[src/design/dmlc_consts.vh]
// constants of the multi-purpose line control block
`ifndef DMLC_CONSTS_VH
`define DMLC_CONSTS_VH

// ****************************************
// register indices (byte address = 4 * index)
// ****************************************
`define DMLC_IDX_LINE0_AVAIL   30'h0000_B86A
`define DMLC_IDX_LINE1_AVAIL   30'h0000_B86B
`define DMLC_IDX_LINE2_AVAIL   30'h0000_B86C
`define DMLC_IDX_LINE0_GEN     30'h0000_B860
`define DMLC_IDX_LINE1_GEN     30'h0000_B861
`define DMLC_IDX_LINE2_GEN     30'h0000_B862
`define DMLC_IDX_LINE0_SYNTH   30'h0009_470B
`define DMLC_IDX_LINE1_SYNTH   30'h0009_470C
`define DMLC_IDX_LINE2_SYNTH   30'h0009_470D
`define DMLC_IDX_MANUAL        30'h0009_470E
`define DMLC_IDX_STATUS        30'h0009_4710

// ****************************************
// general mode codes and available mask
// ****************************************
`define DMLC_GEN_LINE_OFF      32'h0000_0001
`define DMLC_GEN_SYNTH_MODE    32'h0000_0004
`define DMLC_AVAIL_MODES       32'h0000_0005
`define DMLC_GEN_RESET         32'h0000_0001

// ****************************************
// synthesis-specific mode codes
// ****************************************
`define DMLC_SYN_OFF           2'h0
`define DMLC_SYN_MANUAL        2'h1
`define DMLC_SYN_ARMED         2'h2
`define DMLC_SYN_EXEC          2'h3
`define DMLC_SYN_RESET         2'h0

// ****************************************
// manual level bits
// ****************************************
`define DMLC_MAN_LINE0_BIT     0
`define DMLC_MAN_LINE1_BIT     1
`define DMLC_MAN_LINE2_BIT     2
`define DMLC_MAN_RESET         3'h0

// ****************************************
// timing
// ****************************************
`define DMLC_CLK_PERIOD_PS     20000
`define DMLC_TICK_PS           6400
`define DMLC_TICK_RAW          ((`DMLC_TICK_PS + `DMLC_CLK_PERIOD_PS - 1) / `DMLC_CLK_PERIOD_PS)
`define DMLC_TICK_CYC          ((`DMLC_TICK_RAW < 1) ? 1 : `DMLC_TICK_RAW)

`endif

[src/design/dmlc_line.v]
// one multi-purpose line driven by the synthesis engine
`default_nettype none
`include "dmlc_consts.vh"

module dmlc_line (
    input  wire       core_clk_in,
    input  wire       reset_n_in,
    input  wire       synth_sel_in,
    input  wire [1:0] synth_mode_in,
    input  wire       manual_bit_in,
    input  wire       manual_exec_in,
    input  wire       armed_in,
    input  wire       load_in,
    output reg        line_q_out
);

    localparam integer PULSE_INT = `DMLC_TICK_CYC;
    localparam [7:0]   PULSE_CYC = PULSE_INT[7:0];

    reg        level_q;
    reg [7:0]  pulse_cnt_q;
    reg        line_d;

    // ****************************************
    // manual level and execute pulse
    // ****************************************
    always @(posedge core_clk_in) begin
        if (!reset_n_in) begin
            level_q     <= 1'b0;
            pulse_cnt_q <= 8'h00;
        end else begin
            if (manual_exec_in) begin
                level_q <= manual_bit_in;
            end
            if (load_in) begin
                pulse_cnt_q <= PULSE_CYC;
            end else if (pulse_cnt_q != 8'h00) begin
                pulse_cnt_q <= pulse_cnt_q - 8'h01;
            end
        end
    end

    // ****************************************
    // output select
    // ****************************************
    always @* begin
        line_d = 1'b0;
        if (synth_sel_in) begin
            case (synth_mode_in)
                `DMLC_SYN_MANUAL: line_d = manual_exec_in ? manual_bit_in : level_q;
                `DMLC_SYN_ARMED:  line_d = armed_in;
                `DMLC_SYN_EXEC:   line_d = load_in | (pulse_cnt_q > 8'h01);
                default:          line_d = 1'b0;
            endcase
        end
    end

    always @(posedge core_clk_in) begin
        if (!reset_n_in) begin
            line_q_out <= 1'b0;
        end else begin
            line_q_out <= line_d;
        end
    end

endmodule // dmlc_line
`default_nettype wire

[src/design/dmlc_top.v]
// multi-purpose line control: ahb-lite registers and three engine-driven lines
//
// The implementer's own choices: register access over AHB-Lite and the register offsets.
`default_nettype none
`include "dmlc_consts.vh"

module dmlc_top (
    input  wire        core_clk_in,
    input  wire        reset_n_in,
    // ahb-lite slave
    input  wire        hsel_in,
    input  wire [31:0] haddr_in,
    input  wire [1:0]  htrans_in,
    input  wire        hwrite_in,
    input  wire [2:0]  hsize_in,
    input  wire        hready_in,
    input  wire [31:0] hwdata_in,
    output reg  [31:0] hrdata_out,
    output reg         hreadyout_out,
    output reg         hresp_out,
    // synthesis engine
    input  wire        engine_armed_in,
    input  wire        engine_load_in,
    // lines
    output wire        line_zero_out,
    output wire        line_one_out,
    output wire        line_two_out
);

    // ****************************************
    // bus state
    // ****************************************
    reg        wr_pend_q;
    reg        rd_pend_q;
    reg [29:0] addr_q;

    wire       addr_phase;
    wire       wr_accept;
    wire       rd_accept;

    // ****************************************
    // register storage
    // ****************************************
    reg [31:0] gen_mode_q [0:2];
    reg [1:0]  synth_mode_q [0:2];
    reg [2:0]  manual_pend_q;
    reg        manual_valid_q;

    wire [2:0] line_level;
    wire [2:0] synth_sel;
    wire       manual_exec;

    // ****************************************
    // decode helpers
    // ****************************************
    wire       hit_manual;
    wire       gen_code_ok;

    // ****************************************
    // read mux
    // ****************************************
    reg [31:0] rd_data_d;

    assign addr_phase = hsel_in & htrans_in[1] & hready_in;
    assign wr_accept  = addr_phase & hwrite_in;
    assign rd_accept  = addr_phase & ~hwrite_in;

    assign hit_manual = wr_pend_q & (addr_q == `DMLC_IDX_MANUAL);

    // one-hot and available only
    assign gen_code_ok = ((hwdata_in & (hwdata_in - 32'h0000_0001)) == 32'h0000_0000)
                       & (hwdata_in != 32'h0000_0000)
                       & ((hwdata_in & ~`DMLC_AVAIL_MODES) == 32'h0000_0000);

    // queued manual command runs with the engine load
    assign manual_exec = engine_load_in & manual_valid_q;

    // ****************************************
    // ahb-lite address and data phases
    // ****************************************
    always @(posedge core_clk_in) begin
        if (!reset_n_in) begin
            wr_pend_q     <= 1'b0;
            rd_pend_q     <= 1'b0;
            addr_q        <= 30'h0000_0000;
            hreadyout_out <= 1'b1;
            hresp_out     <= 1'b0;
            hrdata_out    <= 32'h0000_0000;
        end else begin
            hresp_out <= 1'b0;
            if (rd_pend_q) begin
                hrdata_out    <= rd_data_d;
                hreadyout_out <= 1'b1;
                rd_pend_q     <= 1'b0;
            end else if (addr_phase) begin
                addr_q        <= haddr_in[31:2];
                rd_pend_q     <= rd_accept;
                hreadyout_out <= ~rd_accept;
            end
            if (addr_phase) begin
                wr_pend_q <= wr_accept;
            end else if (hready_in) begin
                wr_pend_q <= 1'b0;
            end
        end
    end

    // ****************************************
    // per-line mode registers
    // ****************************************
    genvar gi;
    generate
        for (gi = 0; gi < 3; gi = gi + 1) begin : g_line_regs
            wire [31:0] gen_sum;
            wire [31:0] syn_sum;
            wire [29:0] gen_idx;
            wire [29:0] syn_idx;
            assign gen_sum = `DMLC_IDX_LINE0_GEN + gi;
            assign syn_sum = `DMLC_IDX_LINE0_SYNTH + gi;
            assign gen_idx = gen_sum[29:0];
            assign syn_idx = syn_sum[29:0];

            always @(posedge core_clk_in) begin
                if (!reset_n_in) begin
                    gen_mode_q[gi]   <= `DMLC_GEN_RESET;
                    synth_mode_q[gi] <= `DMLC_SYN_RESET;
                end else if (wr_pend_q) begin
                    if ((addr_q == gen_idx) && gen_code_ok) begin
                        gen_mode_q[gi] <= hwdata_in;
                    end
                    if (addr_q == syn_idx) begin
                        synth_mode_q[gi] <= hwdata_in[1:0];
                    end
                end
            end

            // synthesis mode only acts once the line is handed over
            assign synth_sel[gi] = (gen_mode_q[gi] == `DMLC_GEN_SYNTH_MODE);

            dmlc_line u_line (
                .core_clk_in    (core_clk_in),
                .reset_n_in     (reset_n_in),
                .synth_sel_in   (synth_sel[gi]),
                .synth_mode_in  (synth_mode_q[gi]),
                .manual_bit_in  (manual_pend_q[gi]),
                .manual_exec_in (manual_exec),
                .armed_in       (engine_armed_in),
                .load_in        (engine_load_in),
                .line_q_out     (line_level[gi])
            );
        end
    endgenerate

    // ****************************************
    // manual command queue
    // ****************************************
    always @(posedge core_clk_in) begin
        if (!reset_n_in) begin
            manual_pend_q  <= `DMLC_MAN_RESET;
            manual_valid_q <= 1'b0;
        end else begin
            if (hit_manual) begin
                manual_pend_q[`DMLC_MAN_LINE0_BIT] <= hwdata_in[`DMLC_MAN_LINE0_BIT];
                manual_pend_q[`DMLC_MAN_LINE1_BIT] <= hwdata_in[`DMLC_MAN_LINE1_BIT];
                manual_pend_q[`DMLC_MAN_LINE2_BIT] <= hwdata_in[`DMLC_MAN_LINE2_BIT];
                manual_valid_q <= 1'b1;
            end else if (manual_exec) begin
                manual_valid_q <= 1'b0;
            end
        end
    end

    // ****************************************
    // read data select
    // ****************************************
    always @* begin
        rd_data_d = 32'h0000_0000;
        case (addr_q)
            `DMLC_IDX_LINE0_AVAIL: rd_data_d = `DMLC_AVAIL_MODES;
            `DMLC_IDX_LINE1_AVAIL: rd_data_d = `DMLC_AVAIL_MODES;
            `DMLC_IDX_LINE2_AVAIL: rd_data_d = `DMLC_AVAIL_MODES;
            `DMLC_IDX_LINE0_GEN:   rd_data_d = gen_mode_q[0];
            `DMLC_IDX_LINE1_GEN:   rd_data_d = gen_mode_q[1];
            `DMLC_IDX_LINE2_GEN:   rd_data_d = gen_mode_q[2];
            `DMLC_IDX_LINE0_SYNTH: rd_data_d = {30'h0000_0000, synth_mode_q[0]};
            `DMLC_IDX_LINE1_SYNTH: rd_data_d = {30'h0000_0000, synth_mode_q[1]};
            `DMLC_IDX_LINE2_SYNTH: rd_data_d = {30'h0000_0000, synth_mode_q[2]};
            `DMLC_IDX_STATUS:      rd_data_d = {24'h00_0000, manual_valid_q, engine_armed_in,
                                                synth_sel[1:0] == 2'b00 ? 1'b0 : 1'b1,
                                                synth_sel[2], line_level[2:0], 1'b0};
            default:               rd_data_d = 32'h0000_0000;
        endcase
    end

    // ****************************************
    // line outputs
    // ****************************************
    assign line_zero_out = line_level[0];
    assign line_one_out  = line_level[1];
    assign line_two_out  = line_level[2];

endmodule // dmlc_top
`default_nettype wire

[config.mk]
export PLATFORM = sky130hd
export DESIGN_NAME = dmlc_top
export DESIGN_NICKNAME = d
export VERILOG_FILES = /design/src/design/dmlc_line.v /design/src/design/dmlc_top.v
export VERILOG_INCLUDE_DIRS = /design/src /design/src/design
export SDC_FILE = /design/constraint.sdc
export NUM_CORES = 1
export LEC_CHECK = 0
export BUFFER_PORTS_ARGS = -buffer_cell sky130_fd_sc_hd__buf_2
export CAP_MARGIN = 20
export CELL_PAD_IN_SITES_DETAIL_PLACEMENT = 2
export CELL_PAD_IN_SITES_GLOBAL_PLACEMENT = 2
export CORE_ASPECT_RATIO = 0.8
export CORE_UTILIZATION = 40
export DETAILED_ROUTE_END_ITERATION = 10
export PLACE_DENSITY_LB_ADDON = 0.1
export SKIP_CTS_REPAIR_TIMING = 1
export SLEW_MARGIN = 20
export SYNTH_ARGS = -nofsm -noshare
export SYNTH_HDL_FRONTEND = slang
export SYNTH_SLANG_ARGS = --single-unit
[constraint.sdc]
create_clock -name core_clk_in -period 7.45 [get_ports core_clk_in]
set_clock_uncertainty 0.05 [all_clocks]
set_input_delay 2.235 -clock core_clk_in [delete_from_list [all_inputs] [get_ports core_clk_in]]
set_output_delay 2.235 -clock core_clk_in [all_outputs]
set_load 0.005 [all_outputs]
==> results of run 1 <==
registers in the layout, indices dropped and copies added, names as in the netlist, 3 cells and up:
register and cells:
g_line_regs.u_line.line_q_out 3, gen_mode_q 96, addr_q 30, manual_pend_q 3, synth_mode_q 6, g_line_regs.u_line.level_q 3, hrdata_out 32, g_line_regs.u_line.pulse_cnt_q 24
where the power goes:
group          switching [mW]  leakage (nW)  internal [mW]
Combinational           0.307          1.84          0.197
Sequential             0.0952          1.81           1.27
Clock                   0.439         0.345          0.626
final cells by class:
class | instances | area (um^2) | share of cell area (%)
clock buffer | 37 | 688 | 6.85
clock inverter | 3 | 13.8 | 0.137
inverter | 14 | 52.6 | 0.523
multi-input combinational | 583 | 3330 | 33.1
sequential | 201 | 5050 | 50.2
tap | 264 | 330 | 3.29
timing repair buffer | 113 | 586 | 5.83
per-layer routing:
layer / vias up / track usage (%) / routed length (um) / part of all wire (%)
li1: 3014 / - / - / -
met4: 0 / 7.92 / 686 / 2.6
met3: 58 / 3.28 / 1070 / 4.0
met5: - / 0 / 0 / 0
met2: 178 / 45.4 / 13000 / 48
met1: 3297 / 33.9 / 12100 / 45
worst max path at each step:
stage	start	to	slack, ns	depth (start not counted)
6_report	hwdata_in[1]	gen_mode_q[2][7]	2.88	7
2_1_floorplan	hwdata_in[5]	gen_mode_q[0][0]	3.28	5
4_1_cts	hwdata_in[1]	gen_mode_q[2][13]	2.76	7
5_1_grt	hwdata_in[1]	gen_mode_q[2][7]	2.66	7
3_3_place_gp	hwdata_in[1]	gen_mode_q[2][25]	2.41	7
3_5_place_dp	hwdata_in[1]	gen_mode_q[2][14]	2.24	7
layout by cell type, fill, tap and decap left out, types with 23 or more instances in the layout:
| cell type | instances |
|---|---|
| a21oi_1 | 45 |
| buf_2 | 105 |
| clkbuf_16 | 23 |
| conb_1 | 91 |
| dfxtp_1 | 98 |
| edfxtp_1 | 102 |
| mux2i_1 | 33 |
| nand2_1 | 124 |
| nor2_1 | 56 |
| nor4_1 | 37 |
| o21ai_0 | 27 |
worst register-to-register path, delay by kind of cell, from the launching register on:
kind | cells | cell delay [ns]
buffers and inverters | 1 | 0.39
flip-flops | 1 | 0.32
AND/OR/NAND/NOR | 6 | 2.50
through the flow:
step,instance area (um^2),total power [mW],cells,hold slack (ns),util (%)
floorplan,8590,1.70,828,0.386,-
global placement,9330,1.80,1175,0.387,46.6
detailed placement,9330,1.88,1175,0.408,46.6
CTS,10000,2.96,1215,0.420,50.1
global route,10000,3.06,1215,0.431,50.1
finish,10000,2.93,1215,0.417,50.1
cells by family after synthesis:
kind of cell               after synthesis  synth area share [%]
AOI/OAI and AO/OA                      127                  10.2
xor gates and xnor gates                19                  2.02
adders and majority gates                6                 0.910
buffers and inverters                   44                  2.87
DFF                                    201                  61.1
muxes                                   37                  4.55
other                                    1                0.0455
and+or+nand+nor                        303                  18.3
==> flow_summary.ini, run 1 <==
[critical_path]
r2r_end = gen_mode_q[2][7]
worstPathRequired_ns = 7.59
path_delay_family = simple AND/OR/NAND/NOR gates
worstPathCellList = buf_2 -> nor4_1 -> nand4_1 -> nor3_1 -> nand2_1 -> nand2_1 -> buf_4
critPathBufInv = 2
cp_slowest_cell = nor3_1
path_common_cell = nand2_1
max_stage_delay_ns = 0.58
critical_path_class = input pin to flop
arrival_ns = 4.71
rr_startpoint = addr_q[18]
r2r_cells = 7
startpoint_type = input pin
cp_max_fo = 17
r2r_slack_ns = 3.89
crit_path_end_kind = flop

[grt]
grt_pass1_wl_um = 41200
grt_usage_pct = 26.0
antenna_found_initial = 0
grt_pass1_vias = 7193
grt_start_max_net_pins = 45
overflow = 0

[drt]
vias_per_cell = 5.39
route.detailed.wl_per_inst_um = 22.1
drt_iter0_drc = 409
ant_nets = 0
drc = 0
drt_first_pass_iters = 5
via_count = 6547
drt_wl_total_um = 26800

[layout]
nFillCells = 2107
fin_nets = 1017
diodes = 0
drive_gt1_share_pct = 18.3
area_growth_pct = 21.7

[synth]
synth-seq-cells = 201
synthArstFlopShare_pct = 0
synthTopCellsByCount = nand2_1, edfxtp_1, dfxtp_1
synth_top_area_share_pct = 37.1
synth_top_flop_cell = edfxtp_1
ys_warn_count = 0
synth.area.top_cells = edfxtp_1, dfxtp_1, nand2_1
ys_types = 64
synthMostInstantiatedCell = nand2_1
synthCells = 738
synth_area_per_cell_um2 = 11.2
synth.cell_area_um2 = 8250
synth_largest_area_cell = edfxtp_1
synth_edf_count = 102
yosysSeqAreaShare_pct = 61.1

[hold_path]
hold_path_depth = 2
min_to = addr_q[21]
hp-start = addr_q[21]
min_path_type = flop to flop

[power]
power_density_nw_per_um2 = 292
p_leak_nw = 3.99
worst_ir_drop_vdd_v = 0.000138

[timing]
worst_slack_ns = 2.88
period_share_pct = 61.3
tightest_slew_ns = 0.874
rsz0062_at_grt = false
setup-violations-final = 0
final_max_slew_viol_count = 0
finalHoldViolations = 0
fmax_mhz = 219
fin_setup_tns_ns = 0
fin_crit_ns = 4.57
relSlewSlack_pct = 41.6

[flow_run]
drv_cap = 0

[clocking]
clock-sinks = 201
cts_max_level = 1
clk_pin_slew_worst_paths_ns = 0.06
cts_tree = done
root_buffer = clkbuf_16
cts_made_buffers = 22
cts_buffer_depth = 3
clkLatencyLatePin_ns = 0.51

[die]
pin_count = 113
die_area_um2 = 21200
start_util_pct = 41.2
die_y_um = 130
num_rows = 46
core_um2 = 20000
die_w_um = 163

[status]
status = finished, final reports clean

[placed_design]
place_congestion = 0.792
place_hpwl_um = 19400
pre_cts_slack_ns = 2.24
io_buffers = 105
No activity file was read; power rests on OpenSTA's default activity.
==> inputs of run 2 (changes only) <==
--- a/config.mk
+++ b/config.mk
@@ -11,7 +11,7 @@
 export CELL_PAD_IN_SITES_DETAIL_PLACEMENT = 2
 export CELL_PAD_IN_SITES_GLOBAL_PLACEMENT = 2
 export CORE_ASPECT_RATIO = 0.8
-export CORE_UTILIZATION = 40
+export CORE_UTILIZATION = 38
 export DETAILED_ROUTE_END_ITERATION = 10
 export PLACE_DENSITY_LB_ADDON = 0.1
 export SKIP_CTS_REPAIR_TIMING = 1
==> constraint.sdc (replaced) <==
create_clock -name core_clk_in -period 4.34 [get_ports core_clk_in]
set_clock_uncertainty 0.05 [all_clocks]
set_input_delay 1.302 -clock core_clk_in [delete_from_list [all_inputs] [get_ports core_clk_in]]
set_output_delay 1.302 -clock core_clk_in [all_outputs]
set_load 0.005 [all_outputs]
==> run 2 against run 1 <==
  * Clock power is 76% higher
  * Global-route usage is 1.5 points lower
  * Hold slack worse by 0.0047 ns
  * Final area is 0.51% higher
  * Non-clock buffer count is 5 higher
  * Die area is 5.2% higher
  * First-iteration DRC count is 3.7% higher
  * Clock-buffer cell count is 3 lower
  * Via count is 0.57% lower
  * Combinational power is 69% higher
  * Critical endpoint is now gen_mode_q[0][19]
  * Largest cell class unchanged
==> flow_summary.ini, run 2 (synthesized netlist as in run 1, its figures left out) <==
[clocking]
clk_pin_slew_worst_paths_ns = 0.06
clock-sinks = 201
cts_max_level = 1
cts_buffer_depth = 3
root_buffer = clkbuf_16
clkLatencyLatePin_ns = 0.50
cts_tree = done
cts_made_buffers = 21

[drt]
wl_met2_um = 13000
ant_nets = 0
wl_met3_um = 1130
drc = 0
drt_iter0_drc = 424
wl_met1_um = 12300
route.detailed.wl_per_inst_um = 22.2
via_count = 6510
routed.top_layer = met4
drt_wl_total_um = 27100
drt_first_pass_iters = 7
vias_per_cell = 5.33

[layout]
final_area_um2 = 10100
final_common_cell = nand2_1
area_growth_pct = 22.4
drive_gt1_share_pct = 18.6
fin_nets = 1021
largest_register_ffs = 96
multi_input_area_um2 = 3320
top_regs = gen_mode_q: 96 flops, hrdata_out: 32 flops, addr_q: 30 flops
diodes = 0
largest-register = gen_mode_q
regArea_um2 = 5050
nFillCells = 2220
layout_common_cells = nand2_1, buf_2, edfxtp_1, dfxtp_1, conb_1

[grt]
grt_pass1_vias = 7184
overflow = 0
grt_pass1_wl_um = 41500
antenna_found_initial = 0
grt_usage_pct = 24.5
grt_start_max_net_pins = 44

[placed_design]
post_dp_cell_area_um2 = 9380
io_buffers = 105
place_hpwl_um = 19200
place_congestion = 0.794
pre_cts_slack_ns = 0.695

[critical_path]
startpoint_type = input pin
crit_start = hwdata_in[1]
worstPathRequired_ns = 4.42
rr_startpoint = addr_q[18]
cp-endpoint = gen_mode_q[0][19]
r2r_end = gen_mode_q[1][9]
critical_path_class = input pin to flop
crit_path_end_kind = flop
cp_max_fo = 32
arrival_ns = 3.18
r2r_cells = 7
r2r_slack_ns = 1.29

[power]
p_leak_nw = 4.02
power_mw = 5.06
worst_ir_drop_vdd_v = 0.000319
power_density_nw_per_um2 = 501

[timing]
fmax_mhz = 323
rsz0062_at_grt = false
relSlewSlack_pct = 38.4
tightest_slew_ns = 0.923
final_max_slew_viol_count = 0
finalHoldViolations = 0
period_share_pct = 71.4
worst_slack_ns = 1.24
setup-violations-final = 0
fin_setup_tns_ns = 0
fin_crit_ns = 3.10

[hold_path]
min_path_type = flop to flop

[flow_run]
drv_cap = 0

[die]
num_rows = 47
die_w_um = 167
pin_count = 113
die_y_um = 134
die_area_um2 = 22300
core_um2 = 21000
start_util_pct = 39.3

[status]
status = finished, final reports clean
-- run 2: worst min-delay path by stage --
stage	startpoint	to	depth (start not counted)
after floorplan	addr_q[21]	addr_q[21]	2
after global placement	hrdata_out[25]	hrdata_out[25]	2
after detailed placement	addr_q[18]	addr_q[18]	2
after CTS	addr_q[20]	addr_q[20]	2
after global routing	addr_q[20]	addr_q[20]	2
final	addr_q[20]	addr_q[20]	2
-- run 2: final cells by class --
cell class              instances  share of cell area, %
clock buffers                  34                   6.61
flip-flops and latches        201                   50.0
repair buffers                118                   6.30
multi-input cells             583                   32.9
well taps                     269                   3.33
clock inverters                 3                  0.397
inverters                      14                  0.521
-- run 2: per-stage QoR --
stage	util [%]	hold slack (ns)	std cells
2_1_floorplan	-	0.386	828
3_3_place_gp	44.7	0.389	1185
3_5_place_dp	44.7	0.408	1185
4_1_cts	48.1	0.420	1222
5_1_grt	48.1	0.444	1222
6_report	48.1	0.413	1222
-- run 2: report_power, final --
part           internal [mW]  switching, mW  total [mW]
registers               2.18          0.159        2.33
clock network           1.11          0.762        1.87
logic                  0.336          0.513       0.849
-- run 2: per-layer routing --
layer | track usage (%) | vias up
li1 | - | 3015
met1 | 32.4 | 3288
met2 | 42.2 | 168
met3 | 3.72 | 39
met4 | 6.48 | 0
met5 | 0 | -
-- run 2: worst max-delay path: stages --
cell     delay, ns
buf_2         0.12
nor4_1        0.46
nand4_1       0.16
nor3_1        0.34
buf_4         0.20
nand3_1       0.06
nand2_1       0.10
buf_4         0.42
==> inputs of run 3 (changes only) <==
--- a/config.mk
+++ b/config.mk
@@ -11,7 +11,7 @@
 export CELL_PAD_IN_SITES_DETAIL_PLACEMENT = 2
 export CELL_PAD_IN_SITES_GLOBAL_PLACEMENT = 2
 export CORE_ASPECT_RATIO = 0.8
-export CORE_UTILIZATION = 38
+export CORE_UTILIZATION = 34
 export DETAILED_ROUTE_END_ITERATION = 10
 export PLACE_DENSITY_LB_ADDON = 0.1
 export SKIP_CTS_REPAIR_TIMING = 1
==> constraint.sdc (replaced) <==
create_clock -name core_clk_in -period 2.54 [get_ports core_clk_in]
set_clock_uncertainty 0.05 [all_clocks]
set_input_delay 0.762 -clock core_clk_in [delete_from_list [all_inputs] [get_ports core_clk_in]]
set_output_delay 0.762 -clock core_clk_in [all_outputs]
set_load 0.005 [all_outputs]
==> run 3 against run 2 <==
  * Critical path depth is 1 lower
  * Sequential cell count is the same
  * Worst setup slack worse by 1.2 ns
  * Sequential power is 70% higher
  * Combinational power is 71% higher
  * Highest routed layer unchanged
==> flow_summary.ini, run 3 (synthesized netlist as in run 1, its figures left out) <==
[grt]
grt_start_max_net_pins = 33
overflow = 0
antenna_found_initial = 2
grt_pass1_wl_um = 39800
grt_usage_pct = 20.7
grt_pass1_vias = 7027

[clocking]
clock-sinks = 201
clkLatencyLatePin_ns = 0.51
cts_buffer_depth = 3
cts_tree = done
root_buffer = clkbuf_16
cts_made_buffers = 22
cts_max_level = 1
clk_pin_slew_worst_paths_ns = 0.06

[die]
start_util_pct = 35.0
pin_count = 113
die_y_um = 141
die_w_um = 176
die_area_um2 = 24900
core_um2 = 23600
num_rows = 50

[drt]
drt_first_pass_iters = 5
vias_per_cell = 4.99
ant_nets = 0
drt_wl_total_um = 25400
drc = 0
drt_iter0_drc = 363
via_count = 6409
route.detailed.wl_per_inst_um = 19.7

[power]
worst_ir_drop_vdd_v = 0.000511
power_density_nw_per_um2 = 831
power_mw = 8.64
p_leak_nw = 4.15

[placed_design]
place_congestion = 0.775
io_buffers = 105
pre_cts_slack_ns = -0.0565
dp.cells = 1247
post_dp_cell_area_um2 = 9650
place_hpwl_um = 19200

[timing]
fmax_mhz = 407
tightest_slew_ns = 0.649
fin_setup_tns_ns = 0
final_max_slew_viol_count = 0
fin_crit_ns = 2.46
relSlewSlack_pct = 56.3
setup-violations-final = 0
finalHoldViolations = 0
period_share_pct = 96.8
whs_ns = 0.411
worst_slack_ns = 0.0805

[flow_run]
drv_cap = 0

[layout]
final_area_um2 = 10400
drive_gt1_share_pct = 21.0
layout_common_cells = nand2_1, buf_2, edfxtp_1, dfxtp_1, conb_1
diodes = 0
fin_util_pct = 44.1
final_cells = 1285
fin_nets = 1041
area_growth_pct = 26.1
largest_register_ffs = 96
final_common_cell = nand2_1
largest-register = gen_mode_q
top_regs = gen_mode_q: 96 flops, hrdata_out: 32 flops, addr_q: 30 flops

[status]
status = finished, final reports clean

[critical_path]
critical_path_class = flop to flop
startpoint_type = flop
arrival_ns = 2.63
worstPathRequired_ns = 2.71
cp_max_fo = 17
crit_path_end_kind = flop

[hold_path]
min_path_type = input pin to flop
-- run 3: cell types whose count changed in the layout (fill, tap and decap cells not counted), sizes merged --
| cell | change |
|---|---|
| clkbuf | -7 |
| clkinv | +6 |
| bufinv | +2 |
| buf | +19 |
-- run 3: worst max-delay path, stage by stage, from the launching register on --
cell	delay, ns
dfxtp_1	0.34
nor4_4	0.36
nand4_1	0.21
or4_4	0.62
nor2_2	0.14
nand3_1	0.15
nand2_4	0.14
buf_12	0.16
-- run 3: report_power, final --
part	switching [mW]	internal, mW
combinational	0.854	0.600
sequential	0.252	3.72
clock	1.28	1.95
total	2.38	6.26
-- run 3: layout make-up --
class	count	area, um^2
tap	312	390
clock buffer	27	591
sequential	201	5050
inverter	14	52.6
clock inverter	11	126
fill	2491	13200
timing repair buffer	137	841
multi-input combinational	583	3360
-- run 3: final timing paths --
kind                  startpoint                 to  slack, ns  cells past startpoint
setup / recovery      addr_q[27]  gen_mode_q[1][18]       0.08                      7
setup reg to reg      addr_q[27]  gen_mode_q[1][18]       0.08                      7
hold reg to reg   hrdata_out[17]     hrdata_out[17]       0.42                      2
hold / removal         hwrite_in          rd_pend_q       0.41                      2
-- run 3: layer usage --
layer	routed length [um]	global-route usage [%]	part of all wire, %	vias up
li1	-	-	-	3058
met1	12100	29.5	48	3212
met2	11800	33.3	46	104
met3	1010	2.76	4.0	35
met4	453	4.85	1.8	0
met5	0	0	0	-
